### src/include/uart_ctl_pkg.sv
// Package with register offsets, field positions, reset values and codes for the UART control block.
package uart_ctl_pkg;
    localparam logic [2:0] OFF_DATA = 3'h0;
    localparam logic [2:0] OFF_MASK = 3'h1;
    localparam logic [2:0] OFF_SOURCE_FIFO = 3'h2;
    localparam logic [2:0] OFF_FORMAT = 3'h3;
    localparam logic [2:0] OFF_ENHANCED = 3'h4;
    localparam logic [2:0] OFF_LINE_STATUS = 3'h5;
    localparam logic [2:0] OFF_MODEM_STATUS = 3'h6;
    localparam logic [7:0] MASK_RESET = 8'h00;
    localparam logic [7:0] FORMAT_RESET = 8'h00;
    localparam logic [7:0] ENHANCED_RESET = 8'h00;
    localparam int ENH_GATE_BIT = 4;
    localparam int ENH_AUTO_RTS_BIT = 6;
    localparam int ENH_AUTO_CTS_BIT = 7;
    localparam logic [5:0] CODE_LINE = 6'h06;
    localparam logic [5:0] CODE_TIMEOUT = 6'h0C;
    localparam logic [5:0] CODE_RX_READY = 6'h04;
    localparam logic [5:0] CODE_TX_READY = 6'h02;
    localparam logic [5:0] CODE_MODEM = 6'h00;
    localparam logic [5:0] CODE_PAUSE = 6'h10;
    localparam logic [5:0] CODE_FLOW = 6'h20;
    localparam logic [5:0] CODE_NONE = 6'h01;
    localparam logic [5:0] TX_TRIG_00 = 6'h10;
    localparam logic [5:0] TX_TRIG_01 = 6'h08;
    localparam logic [5:0] TX_TRIG_10 = 6'h18;
    localparam logic [5:0] TX_TRIG_11 = 6'h1E;
    localparam logic [5:0] RX_TRIG_00 = 6'h08;
    localparam logic [5:0] RX_TRIG_01 = 6'h10;
    localparam logic [5:0] RX_TRIG_10 = 6'h18;
    localparam logic [5:0] RX_TRIG_11 = 6'h1E;
    localparam logic [3:0] DATA_BITS_MIN = 4'h5;
    localparam logic [4:0] TIMEOUT_EXTRA_BITS = 5'h0C;
    localparam logic [3:0] TIMEOUT_CHARS = 4'h4;

    // Register port request.
    typedef struct packed {
        logic [2:0] addr;
        logic [7:0] wdata;
        logic wr;
        logic rd;
    } reg_req_type;

    // Events reported by the data path of the channel.
    typedef struct packed {
        logic [3:0] line_errors;
        logic [3:0] modem_deltas;
        logic pause_seen;
        logic resume_seen;
        logic special_seen;
        logic char_received;
        logic bit_tick;
    } line_events_type;

    // Character format decoded from the line format register.
    typedef struct packed {
        logic [3:0] data_bits;
        logic [1:0] stop_halves;
    } char_format_type;
endpackage : uart_ctl_pkg

### src/logic/uart_trigger_level.sv
// Trigger level decode and trigger comparison for one FIFO direction.
`timescale 1ns/1ns
module uart_trigger_level
    import uart_ctl_pkg::*;
#(
    parameter int COUNT_W = 6
)
(
    input wire logic [1:0] code,
    input wire logic is_tx,
    input wire logic [COUNT_W-1:0] count,
    output logic [COUNT_W-1:0] level,
    output logic at_or_above
);
    initial
    begin
        if (COUNT_W < 5)
        begin
            $error("COUNT_W too small for trigger 30.");
        end
    end

    // Maps the two-bit code to the documented level for the direction.
    function automatic logic [5:0] decode(input logic [1:0] c, input logic tx);
        logic [5:0] r;
        r = 6'h00;
        case (c)
            2'h0: r = tx ? TX_TRIG_00 : RX_TRIG_00;
            2'h1: r = tx ? TX_TRIG_01 : RX_TRIG_01;
            2'h2: r = tx ? TX_TRIG_10 : RX_TRIG_10;
            default: r = tx ? TX_TRIG_11 : RX_TRIG_11;
        endcase
        return r;
    endfunction : decode

    // Level and comparison are purely combinational.
    assign level = COUNT_W'(decode(code, is_tx));
    assign at_or_above = count >= level;
endmodule : uart_trigger_level

### src/logic/uart_rx_timeout.sv
// Receive timeout timer counting four characters plus twelve bit times.
`timescale 1ns/1ns
module uart_rx_timeout
    import uart_ctl_pkg::*;
(
    input wire logic clk,
    input wire logic rst_n,
    input wire logic ce,
    input wire logic bit_tick,
    input wire logic restart,
    input wire logic armed,
    input wire logic [3:0] bits_per_char,
    output logic expired
);
    logic [6:0] limit;
    logic [6:0] count_q;

    // Four frames of start, data and one stop bit plus twelve bits.
    assign limit = 7'(TIMEOUT_CHARS * (bits_per_char + 4'h2)) + 7'(TIMEOUT_EXTRA_BITS);

    // Counts bit times while data waits; restarts on any receive activity.
    always_ff @(posedge clk or negedge rst_n)
    begin
        if (!rst_n)
        begin
            count_q <= 7'h00;
            expired <= 1'b0;
        end
        else if (ce)
        begin
            if (restart || !armed)
            begin
                count_q <= 7'h00;
                expired <= 1'b0;
            end
            else if (bit_tick && !expired)
            begin
                count_q <= count_q + 7'h01;
                expired <= (count_q + 7'h01) >= limit;
            end
        end
    end
endmodule : uart_rx_timeout

### src/logic/uart_ctl.sv
// Interrupt, FIFO control and line format logic for one UART channel.
// What this block does
// - Enabled, gated: rising request-to-send under auto flow control raises an interrupt.
// - Enabled, gated: rising clear-to-send under auto flow control raises an interrupt.
// - Source read shows highest pending; lower ones stay queued.
// - Codes: line 06h, timeout 0Ch, receive ready 04h, transmit ready 02h.
// - Codes: modem 00h, pause/special 10h, flow 20h, none 01h at reset.
// - Timeout after four characters plus twelve bits; receive data read clears it.
// - Line status bits 1 to 4 raise line interrupt; line status read clears.
// - Receive trigger raises receive ready; clears when count drops below trigger.
// - Transmit trigger or empty raises transmit ready; source read or data write clears.
// - Modem status bits 0 to 3 raise modem interrupt; modem status read clears.
// - Pause character raises interrupt; source read or resume character clears.
// - Special character raises interrupt; source read or next character clears.
// - Flow-control transition interrupts clear on modem status read.
// - Source bit 0 low when pending; bits 7:6 high when FIFOs enabled.
// - FIFO control bit 0 enables FIFOs; other bits need bit 0 in same write.
// - Reset bits 1 and 2 clear that FIFO's pointers, then self-clear.
// - FIFO control bit 3 selects DMA mode for the ready pins.
// - Transmit trigger 16, 8, 24, 30; fires below trigger or on empty.
// - Receive trigger 8, 16, 24, 30; fires when count crosses the level.
// - Line format bits 1:0 give 5 to 8 data bits, 5 by default.
// - Bit 2 gives one stop bit, or 1.5 for 5 bits, else 2.
// - Enhanced bit 4 gates mask 7:4, source 5:4, transmit trigger 5:4.
//
// Decided for this implementation: the strobed register port and the placing of the registers.
`timescale 1ns/1ns
module uart_ctl
    import uart_ctl_pkg::*;
#(
    parameter int COUNT_W = 6
)
(
    input wire logic clk,
    input wire logic rst_n,
    input wire logic ce,
    input wire reg_req_type req,
    output logic [7:0] rdata,
    input wire line_events_type events,
    input wire logic [COUNT_W-1:0] rx_count,
    input wire logic [COUNT_W-1:0] tx_count,
    input wire logic rts_pin_n,
    input wire logic cts_pin_n,
    output logic irq,
    output logic rx_fifo_reset,
    output logic tx_fifo_reset,
    output logic fifo_enable,
    output logic dma_mode,
    output logic transmit_dma_request_n,
    output logic receive_dma_request_n,
    output char_format_type char_format,
    output logic [7:0] line_format_out
);
    initial
    begin
        if (COUNT_W < 5 || COUNT_W > 8)
        begin
            $error("COUNT_W must lie between 5 and 8.");
        end
    end

    logic [7:0] interrupt_mask_q;
    logic [7:0] line_format_q;
    logic [7:0] enhanced_feature_q;
    logic [1:0] rx_trig_q;
    logic [1:0] tx_trig_q;
    logic line_pend_q;
    logic modem_pend_q;
    logic tx_pend_q;
    logic pause_pend_q;
    logic special_pend_q;
    logic special_wait_q;
    logic flow_pend_q;
    logic rts_high_q;
    logic cts_high_q;
    logic tx_above_q;
    logic tx_event_q;
    logic gate;
    logic rd_source;
    logic rd_data;
    logic rd_line;
    logic rd_modem;
    logic wr_data;
    logic wr_fifo;
    logic rx_at_trig;
    logic tx_at_trig;
    logic timeout_hit;
    logic tx_event;
    logic rts_rise;
    logic cts_rise;
    logic [5:0] code;
    logic [7:0] rdata_d;
    logic [COUNT_W-1:0] rx_level;
    logic [COUNT_W-1:0] tx_level;

    // Strobe decode.
    assign gate = enhanced_feature_q[ENH_GATE_BIT];
    assign rd_source = req.rd && req.addr == OFF_SOURCE_FIFO;
    assign rd_data = req.rd && req.addr == OFF_DATA;
    assign rd_line = req.rd && req.addr == OFF_LINE_STATUS;
    assign rd_modem = req.rd && req.addr == OFF_MODEM_STATUS;
    assign wr_data = req.wr && req.addr == OFF_DATA;
    assign wr_fifo = req.wr && req.addr == OFF_SOURCE_FIFO;

    uart_trigger_level #(.COUNT_W(COUNT_W)) rx_trig_u (
        .code(rx_trig_q),
        .is_tx(1'b0),
        .count(rx_count),
        .level(rx_level),
        .at_or_above(rx_at_trig)
    );

    uart_trigger_level #(.COUNT_W(COUNT_W)) tx_trig_u (
        .code(tx_trig_q),
        .is_tx(1'b1),
        .count(tx_count),
        .level(tx_level),
        .at_or_above(tx_at_trig)
    );

    uart_rx_timeout timeout_u (
        .clk(clk),
        .rst_n(rst_n),
        .ce(ce),
        .bit_tick(events.bit_tick),
        .restart(events.char_received || rd_data),
        .armed(rx_count != '0 && fifo_enable),
        .bits_per_char(char_format.data_bits),
        .expired(timeout_hit)
    );

    // Mask, format and enhanced registers; gated mask bits keep their value.
    always_ff @(posedge clk or negedge rst_n)
    begin
        if (!rst_n)
        begin
            interrupt_mask_q <= MASK_RESET;
            line_format_q <= FORMAT_RESET;
            enhanced_feature_q <= ENHANCED_RESET;
        end
        else if (ce && req.wr)
        begin
            if (req.addr == OFF_MASK)
            begin
                interrupt_mask_q[3:0] <= req.wdata[3:0];
                if (gate)
                begin
                    interrupt_mask_q[7:4] <= req.wdata[7:4];
                end
            end
            if (req.addr == OFF_FORMAT)
            begin
                line_format_q <= req.wdata;
            end
            if (req.addr == OFF_ENHANCED)
            begin
                enhanced_feature_q <= req.wdata;
            end
        end
    end

    // FIFO control write; other fields only take effect with bit 0 set.
    always_ff @(posedge clk or negedge rst_n)
    begin
        if (!rst_n)
        begin
            fifo_enable <= 1'b0;
            dma_mode <= 1'b0;
            rx_trig_q <= 2'h0;
            tx_trig_q <= 2'h0;
            rx_fifo_reset <= 1'b0;
            tx_fifo_reset <= 1'b0;
        end
        else if (ce)
        begin
            rx_fifo_reset <= 1'b0;
            tx_fifo_reset <= 1'b0;
            if (wr_fifo)
            begin
                fifo_enable <= req.wdata[0];
                if (req.wdata[0])
                begin
                    dma_mode <= req.wdata[3];
                    rx_trig_q <= req.wdata[7:6];
                    rx_fifo_reset <= req.wdata[1];
                    tx_fifo_reset <= req.wdata[2];
                    if (gate)
                    begin
                        tx_trig_q <= req.wdata[5:4];
                    end
                end
            end
        end
    end

    // Transmit ready condition: below trigger after a reload above it, otherwise empty.
    assign tx_event = (fifo_enable && tx_above_q) ? !tx_at_trig : tx_count == '0;

    // Tracks whether the last reload pushed the count above the trigger.
    always_ff @(posedge clk or negedge rst_n)
    begin
        if (!rst_n)
        begin
            tx_above_q <= 1'b0;
            tx_event_q <= 1'b0;
        end
        else if (ce)
        begin
            if (tx_count > tx_level)
            begin
                tx_above_q <= 1'b1;
            end
            else if (tx_count == '0)
            begin
                tx_above_q <= 1'b0;
            end
            tx_event_q <= tx_event; // History so that only a new condition raises the flag.
        end
    end

    // Flow-control pin history for rising-edge detection.
    assign rts_rise = !rts_high_q && rts_pin_n;
    assign cts_rise = !cts_high_q && cts_pin_n;
    always_ff @(posedge clk or negedge rst_n)
    begin
        if (!rst_n)
        begin
            rts_high_q <= 1'b1;
            cts_high_q <= 1'b1;
        end
        else if (ce)
        begin
            rts_high_q <= rts_pin_n;
            cts_high_q <= cts_pin_n;
        end
    end

    // Sticky pending flags; a set in the same cycle as its clear wins.
    always_ff @(posedge clk or negedge rst_n)
    begin
        if (!rst_n)
        begin
            line_pend_q <= 1'b0;
            modem_pend_q <= 1'b0;
            tx_pend_q <= 1'b0;
            pause_pend_q <= 1'b0;
            special_pend_q <= 1'b0;
            special_wait_q <= 1'b0;
            flow_pend_q <= 1'b0;
        end
        else if (ce)
        begin
            if (|events.line_errors)
            begin
                line_pend_q <= 1'b1;
            end
            else if (rd_line)
            begin
                line_pend_q <= 1'b0;
            end
            if (|events.modem_deltas)
            begin
                modem_pend_q <= 1'b1;
            end
            else if (rd_modem)
            begin
                modem_pend_q <= 1'b0;
            end
            if (tx_event && !tx_event_q)
            begin
                tx_pend_q <= 1'b1;
            end
            else if ((rd_source && code == CODE_TX_READY) || wr_data)
            begin
                tx_pend_q <= 1'b0;
            end
            if (events.pause_seen)
            begin
                pause_pend_q <= 1'b1;
            end
            else if ((rd_source && code == CODE_PAUSE) || events.resume_seen)
            begin
                pause_pend_q <= 1'b0;
            end
            if (events.special_seen)
            begin
                special_pend_q <= 1'b1;
                special_wait_q <= 1'b1;
            end
            else if ((rd_source && code == CODE_PAUSE)
                     || (special_wait_q && events.char_received))
            begin
                special_pend_q <= 1'b0;
                special_wait_q <= 1'b0;
            end
            if ((rts_rise && enhanced_feature_q[ENH_AUTO_RTS_BIT] && interrupt_mask_q[6])
                || (cts_rise && enhanced_feature_q[ENH_AUTO_CTS_BIT] && interrupt_mask_q[7]))
            begin
                flow_pend_q <= 1'b1;
            end
            else if (rd_modem)
            begin
                flow_pend_q <= 1'b0;
            end
        end
    end

    // Priority encoder over enabled sources, highest level first.
    always_comb
    begin
        code = CODE_NONE;
        if (interrupt_mask_q[2] && line_pend_q)
        begin
            code = CODE_LINE;
        end
        else if (interrupt_mask_q[0] && timeout_hit)
        begin
            code = CODE_TIMEOUT;
        end
        else if (interrupt_mask_q[0] && (fifo_enable ? rx_at_trig : rx_count != '0))
        begin
            code = CODE_RX_READY;
        end
        else if (interrupt_mask_q[1] && tx_pend_q)
        begin
            code = CODE_TX_READY;
        end
        else if (interrupt_mask_q[3] && modem_pend_q)
        begin
            code = CODE_MODEM;
        end
        else if (gate && interrupt_mask_q[5] && (pause_pend_q || special_pend_q))
        begin
            code = CODE_PAUSE;
        end
        else if (gate && (|interrupt_mask_q[7:6]) && flow_pend_q)
        begin
            code = CODE_FLOW;
        end
    end

    // Read mux; the source register reports FIFO status in bits 7:6.
    always_comb
    begin
        rdata_d = 8'h00;
        case (req.addr)
            OFF_MASK: rdata_d = interrupt_mask_q;
            OFF_SOURCE_FIFO: rdata_d = {{2{fifo_enable}}, code};
            OFF_FORMAT: rdata_d = line_format_q;
            OFF_ENHANCED: rdata_d = enhanced_feature_q;
            default: rdata_d = 8'h00;
        endcase
    end

    // Registered outputs.
    always_ff @(posedge clk or negedge rst_n)
    begin
        if (!rst_n)
        begin
            rdata <= 8'h00;
            irq <= 1'b0;
            transmit_dma_request_n <= 1'b1;
            receive_dma_request_n <= 1'b1;
            char_format <= '{data_bits: DATA_BITS_MIN, stop_halves: 2'h2};
            line_format_out <= FORMAT_RESET;
        end
        else if (ce)
        begin
            rdata <= req.rd ? rdata_d : 8'h00;
            irq <= code != CODE_NONE;
            transmit_dma_request_n <= dma_mode ? tx_at_trig : tx_count != '0;
            receive_dma_request_n <= dma_mode ? !(rx_at_trig || timeout_hit) : rx_count == '0;
            char_format.data_bits <= DATA_BITS_MIN + {2'h0, line_format_q[1:0]};
            char_format.stop_halves <= !line_format_q[2] ? 2'h2
                                     : (line_format_q[1:0] == 2'h0 ? 2'h3 : 2'h0);
            line_format_out <= line_format_q;
        end
    end

    // Assertions.
    property p_irq_follows;
        @(posedge clk) disable iff (!rst_n) ce |=> (irq == ($past(code) != CODE_NONE));
    endproperty
    a_irq_follows: assert property (p_irq_follows) else $error("irq wrong.");
    property p_fifo_rst_pulse;
        @(posedge clk) disable iff (!rst_n) rx_fifo_reset && ce |=> !rx_fifo_reset;
    endproperty
    a_fifo_rst_pulse: assert property (p_fifo_rst_pulse) else $error("reset stuck.");
    property p_no_fifo_gate;
        @(posedge clk) disable iff (!rst_n) ce && wr_fifo && !req.wdata[0] |=>
            !rx_fifo_reset && !tx_fifo_reset && $stable(dma_mode);
    endproperty
    a_no_fifo_gate: assert property (p_no_fifo_gate) else $error("FIFO bits taken.");
    property p_line_prio;
        @(posedge clk) disable iff (!rst_n) interrupt_mask_q[2] && line_pend_q |-> code == CODE_LINE;
    endproperty
    a_line_prio: assert property (p_line_prio) else $error("line not top.");
    property p_line_clear;
        @(posedge clk) disable iff (!rst_n) ce && rd_line && !(|events.line_errors) |=> !line_pend_q;
    endproperty
    a_line_clear: assert property (p_line_clear) else $error("line not cleared.");
    property p_flow_clear;
        @(posedge clk) disable iff (!rst_n) ce && rd_modem && !rts_rise && !cts_rise |=> !flow_pend_q;
    endproperty
    a_flow_clear: assert property (p_flow_clear) else $error("flow not cleared.");
    property p_fifo_bits;
        @(posedge clk) disable iff (!rst_n) ce && rd_source |=> rdata[7:6] == {2{$past(fifo_enable)}};
    endproperty
    a_fifo_bits: assert property (p_fifo_bits) else $error("status bits wrong.");
    property p_none_code;
        @(posedge clk) disable iff (!rst_n) code == CODE_NONE |-> !(line_pend_q && interrupt_mask_q[2]);
    endproperty
    a_none_code: assert property (p_none_code) else $error("pending hidden.");
    c_line: cover property (@(posedge clk) disable iff (!rst_n) code == CODE_LINE);
    c_flow: cover property (@(posedge clk) disable iff (!rst_n) code == CODE_FLOW);
    c_timeout: cover property (@(posedge clk) disable iff (!rst_n) code == CODE_TIMEOUT);
endmodule : uart_ctl

### config.mk
export PLATFORM = sky130hd
export DESIGN_NAME = uart_ctl
export DESIGN_NICKNAME = d
export VERILOG_FILES = /design/src/include/uart_ctl_pkg.sv /design/src/logic/uart_trigger_level.sv /design/src/logic/uart_rx_timeout.sv /design/src/logic/uart_ctl.sv
export SDC_FILE = /design/constraint.sdc
export NUM_CORES = 1
export LEC_CHECK = 0
export BUFFER_PORTS_ARGS = -buffer_cell sky130_fd_sc_hd__buf_2
export CAP_MARGIN = 5
export CELL_PAD_IN_SITES_DETAIL_PLACEMENT = 1
export CELL_PAD_IN_SITES_GLOBAL_PLACEMENT = 1
export CORE_UTILIZATION = 40
export DETAILED_ROUTE_END_ITERATION = 10
export GPL_ROUTABILITY_DRIVEN = 0
export PLACE_DENSITY_LB_ADDON = 0.1
export SLEW_MARGIN = 15
export SYNTH_ARGS = -nofsm -noshare
export SYNTH_HDL_FRONTEND = slang
export SYNTH_HIERARCHICAL = 1
export SYNTH_SLANG_ARGS = --single-unit
### constraint.sdc
create_clock -name clk -period 2.1 [get_ports clk]
set_input_delay 0.105 -clock clk [delete_from_list [all_inputs] [get_ports clk]]
set_output_delay 0.105 -clock clk [all_outputs]
set_load 0.01 [all_outputs]
Word level (Yosys, flattened, before mapping)
Index checks and enable logic that the tools add are counted.
- bits in read-only memories: 0
- memories: 0
- output and inout bits: 29
- word-level logic and storage cells: 166
- RAM bits: 0
- input bits: 43
- latch bits: 0
- bits in registers: 75
- multiply operators: 0
- add/sub/neg operators: 4
- equal/unequal tests: 13
- divide/modulo/power cells: 0
- shifts and indexed selects: 0
- bitwise logic cells: 0
- order comparisons: 4
- reductions and logical operators: 78
- mux-type cells: 38
- operator list (kind ; count):
    2-to-1 mux 6 bit ; 7
    one-hot mux 8 bit (4 select lines) ; 1
    one-hot mux 5 bit (3 select lines) ; 2
    logical AND 1 bit ; 29
    AND reduction 2 bit ; 12
    2-to-1 mux 1 bit ; 23
    nonzero test 2 bit ; 8
    2-to-1 mux 7 bit ; 2
    greater-or-equal comparator 6 x 5 -> 1 bit ; 2
    zero test 6 bit ; 2
    nonzero test 6 bit ; 2
    == test 3 bit, second input constant ; 3
    logical OR 1 bit ; 8
    2-to-1 mux 8 bit ; 1
    OR reduction 4 bit ; 2
    adder 7 x 1 -> 7 bit, second input constant ; 1
    adder 7 x 4 -> 7 bit, second input constant ; 1
    greater-or-equal comparator 7 bit ; 1
    zero test 1 bit ; 7
    == test 3 x 2 -> 1 bit, second input constant ; 2
    == test 6 x 2 -> 1 bit, second input constant ; 1
    == test 6 x 5 -> 1 bit, second input constant ; 1
    > comparator 6 bit ; 1
    zero test 2 bit ; 3
    11 further kinds ; 15

Depth between registers and ports, before layout
- depth after elaboration: 15
- gate-level depth with buffers: 10
- mapped depth without buffers: 10

Hierarchy
Netlist, hierarchy kept.
- by module, submodules not included (module ; seq. area each (sq um) ; cells an instance ; area an instance (sq um) ; instances):
    uart_ctl ; 1685.4 ; 281 ; 3310.7 ; 1
    uart_rx_timeout ; 200.2 ; 77 ; 701.9 ; 1
    uart_trigger_level ; 0.0 ; 22 ; 148.9 ; 2

Worst setup path before layout
OpenSTA, ideal clock, no wires.
- path type: flip-flop to flip-flop
- from: register rx_trig_q[0]
- to: register rdata[4]
- path slack: 0.016 ns
- stages on the path, launching flop included: 10
- arrival: 2.006 ns
- period minus slack after synthesis: 2.084 ns
- required time: 2.022 ns
- buffers on the path: 0
- setup time: 0.078 ns
- path through: dfrtp_1 > xor2_1 > nor2_1 > ha_1 > a211oi_1 > o21ai_1 > nor2_1 > a221oi_2 > o41a_1 > o2bb2ai_1
- word-level cells in the longest chain between the ends: 10
- elaborated cells between the ends (all ways): 12
- those cells by class: order compare: 1; eq/ne: 2; mux: 7; reduce/logical: 2
- RTL lines (element ; line ; RTL):
    start: declaration ; uart_ctl.sv:65 ; logic [1:0] rx_trig_q;
    start signal: assignment ; uart_ctl.sv:184 ; rx_trig_q <= req.wdata[7:6];
    == test 2 bit (tied with other cells) ; uart_trigger_level.sv:27 ; case (c)
    one-hot mux 5 bit (3 select lines) (*) ; uart_trigger_level.sv:27 ;
    greater-or-equal comparator 6 x 5 -> 1 bit (*) ; uart_trigger_level.sv:38 ; assign at_or_above = count >= level;
    named net rx_at_trig ; uart_ctl.sv:85 ; logic rx_at_trig;
    2-to-1 mux 1 bit (*) ; uart_ctl.sv:320 ; else if (interrupt_mask_q[0] && (fifo_enable ? rx_at_trig : rx_count != '0))
    logical AND 1 bit (*) ; uart_ctl.sv:320 ;
    2-to-1 mux 6 bit (*) ; uart_ctl.sv:320 ;
    2-to-1 mux 6 bit (*) ; uart_ctl.sv:316 ; else if (interrupt_mask_q[0] && timeout_hit)
    2-to-1 mux 6 bit (*) ; uart_ctl.sv:312 ; if (interrupt_mask_q[2] && line_pend_q)
    one-hot mux 8 bit (4 select lines) (*) ; uart_ctl.sv:346 ; case (req.addr)
    2-to-1 mux 8 bit (*) ; uart_ctl.sv:369 ; rdata <= req.rd ? rdata_d : 8'h00;
    end signal: assignment ; uart_ctl.sv:369 ;
    end: declaration ; uart_ctl.sv:38 ; output logic [7:0] rdata,
Mark *: on every way through the listed nets, which the timed path passes. The rest lies on a longest branch.
A chain may end at the register's enable or synchronous reset.

Worst setup path after layout
- from: register rx_trig_q[0]
- to: register rdata[1]
- word-level cells in the longest chain between the ends: 10
- elaborated cells between the ends (all ways): 12
- those cells by class: order compare: 1; eq/ne: 2; mux: 7; reduce/logical: 2
- RTL lines (element ; line ; RTL):
    == test 2 bit (tied with other cells) ; uart_trigger_level.sv:27 ;
    one-hot mux 5 bit (3 select lines) (*) ; uart_trigger_level.sv:27 ;
    named net rx_level[3] ; uart_ctl.sv:93 ; logic [COUNT_W-1:0] rx_level;
    greater-or-equal comparator 6 x 5 -> 1 bit (*) ; uart_trigger_level.sv:38 ;
    named net rx_at_trig ; uart_ctl.sv:85 ;
    2-to-1 mux 1 bit (*) ; uart_ctl.sv:320 ;
    logical AND 1 bit (*) ; uart_ctl.sv:320 ;
    2-to-1 mux 6 bit (*) ; uart_ctl.sv:320 ;
    2-to-1 mux 6 bit (*) ; uart_ctl.sv:316 ;
    2-to-1 mux 6 bit (*) ; uart_ctl.sv:312 ;
    one-hot mux 8 bit (4 select lines) (*) ; uart_ctl.sv:346 ;
    2-to-1 mux 8 bit (*) ; uart_ctl.sv:369 ;
Marked as above.

==> impl_metrics.yaml <==
clock_tree:
  numClockSinks: 75
  insertion_delay_ps: 350
  cts_root_buf: "clkbuf_8"
  cts_tree: "done"
  clockBufferDepth: 2
  clk_pin_slew_ps: 80
  numCtsBuffers: 9
  htreeDepth: 3
pwr:
  p_switching_mw: 1.51
  power_leakage_nw: 2.50
  intPower_mw: 3.11
  vdd_ir_drop_max_mv: 0.370
  netSwitchingFraction_pct: 32.7
  p_seq_share_pct: 41.9
  combPwrFrac_pct: 31.0
  p_clk_share_pct: 27.1
  power_density_nw_per_um2: 869
finish:
  antennaDiodeCount: 0
  layout_common_cells: "buf_2 (70), dfrtp_1 (67), mux2_2 (38)"
  fin_cells: 632
  area_growth_syn_to_layout_pct: 24.1
  final_layout_size_suffix_gt1_share_pct: 38.5
  nets: 561
  fillers: 1189
  layout_commonest_cell: "buf_2"
  fin_area_sq_um: 5310
grt:
  grtUsageTotal_pct: 22.4
  grt_pass1_vias: 3551
  grt_pass1_wl_um: 19100
  antenna_found_initial: 0
  grt_overflow_total: 0
  grt_start_max_net_pins: 40
route:
  wirelength_um: 11500
  drt-pass1-iter-count: 4
  wl_per_cell_um: 18.2
  vias: 3392
  ant_nets: 0
  routed_via_density: 5.37
  drc: 0
  drt_iter0_drc: 119
sta:
  hold_viol: 0
  slew_viol_final: 0
  worst_pin_slew_ps: 725
  whs_ps: 8.74
  rsz0062_at_grt: "yes"
  postLayoutSetupSlackWorst_ps: -125
  finClkSkew_ps: 5.72
  period_share_pct: 106
  clock.fmax_mhz: 449
  min_period_ps: 2230
  timing.slew.headroom_pct: 51.3
  setup-violations-final: 7
placed_design:
  placed_cell_area_sq_um: 4880
  hpwlAfterDp_um: 8260
  place_ws_ps: -228
  portBuffers: 71
  dp.cells: 609
worst_hold_path:
  hold_class: "input port to flop"
synthesis:
  synthCells: 397
  avgSynthCellArea_sq_um: 10.8
  ys_warn_count: 6
  syn-cell-area_sq_um: 4280
run_status:
  status: "finished with violations"
  failed_checks: "setup timing"
critical_path:
  r2r_start: "rx_trig_q[0]"
  worstPathRequired_ps: 2310
  worstPathArrival_ps: 2430
  crit_end: "rdata[1]"
  criticalPathCategory: "flop to flop"
  startpoint: "rx_trig_q[0]"
  crit_fanout: 6
  endpoint_kind: "flop"
  worstRegToRegCells: 10
  timing.rr.end: "rdata[1]"
  start_kind: "flop"
  regToRegSetupSlack_ps: -130
floorplanning:
  core_area_sq_um: 10400
  initial_core_util_pct: 41.3
  fp.dieH_um: 105
  die-area_sq_um: 11100
  rows: 37
  fp.dieW_um: 105
  io_pins: 72
flow_run:
  maxCapViolations: 0
[stage by stage]
stage          setup TNS [ps]  utilization [%]  power [mW]
2_1_floorplan               0                -        2.69
3_3_place_gp             -317             47.1        3.12
3_5_place_dp            -1140             47.1        3.17
4_1_cts                  -264             49.9        4.48
5_1_grt                 -1720             51.2        4.90
6_report                 -546             51.2        4.62
[state kept, by name (all words and copies together) (netlist names), 2 cells and up]
| signal | count |
|---|---|
| line_format_out | 8 |
| char_format | 6 |
| tx_trig_q | 2 |
| rx_trig_q | 2 |
| timeout_u/count_q | 7 |
| interrupt_mask_q | 8 |
| rdata | 8 |
| enhanced_feature_q | 8 |
| line_format_q | 8 |
[how the worst min path moves through the flow]
stage                            to  slack, ps  cells past startpoint      start
6_report               pause_pend_q          9                      3  events[4]
5_1_grt                pause_pend_q         20                      3  events[4]
4_1_cts              special_wait_q          4                      3  events[2]
3_5_place_dp   timeout_u/count_q[0]        130                      1      rst_n
3_3_place_gp   timeout_u/count_q[0]        120                      1      rst_n
2_1_floorplan        char_format[0]       -190                      0      rst_n
[power by group through the flow]
stage,clock (mW),sequential [mW],combinational (mW)
6_report,1.25,1.93,1.43
5_1_grt,1.34,1.97,1.59
4_1_cts,1.28,1.93,1.27
3_5_place_dp,0,1.95,1.22
3_3_place_gp,0,1.94,1.18
2_1_floorplan,0,1.95,0.740
[critical path: stages (launching register included)]
cell	delay, ps
dfrtp_1	430
xor2_2	200
nand2b_1	70
inv_1	40
ha_1	270
nand2_1	70
o21ai_2	160
nor2_2	80
a221oi_4	450
o221a_2	260
o2bb2ai_1	60
[area by class of cell]
type | instances | area (sq um) | area share, %
Clock buffer | 10 | 128 | 2.40
Clock inverter | 6 | 90.1 | 1.70
Inverter | 29 | 109 | 2.05
Multi-Input combinational cell | 278 | 2350 | 44.1
Sequential cell | 75 | 1890 | 35.5
Tap cell | 136 | 170 | 3.20
Timing Repair Buffer | 98 | 584 | 11.0
[metal layers]
metal	global-route usage, %	wire (um)	part of all wire, %
met5	0	0	0
met4	6.24	125	1.1
met3	3.65	465	4.1
met2	35.1	5320	46
met1	32.0	5560	48
[what timing repair did]
action                                  CTS  global route
pin swaps                                10            22
gates resized for setup                   6            26
endpoints found under the setup margin    8            13
hold buffers                              3             0
gates cloned                              0             0
buffers inserted                          2             3
hold endpoints to repair                 37             0
(Power assumes the default switching activity.)
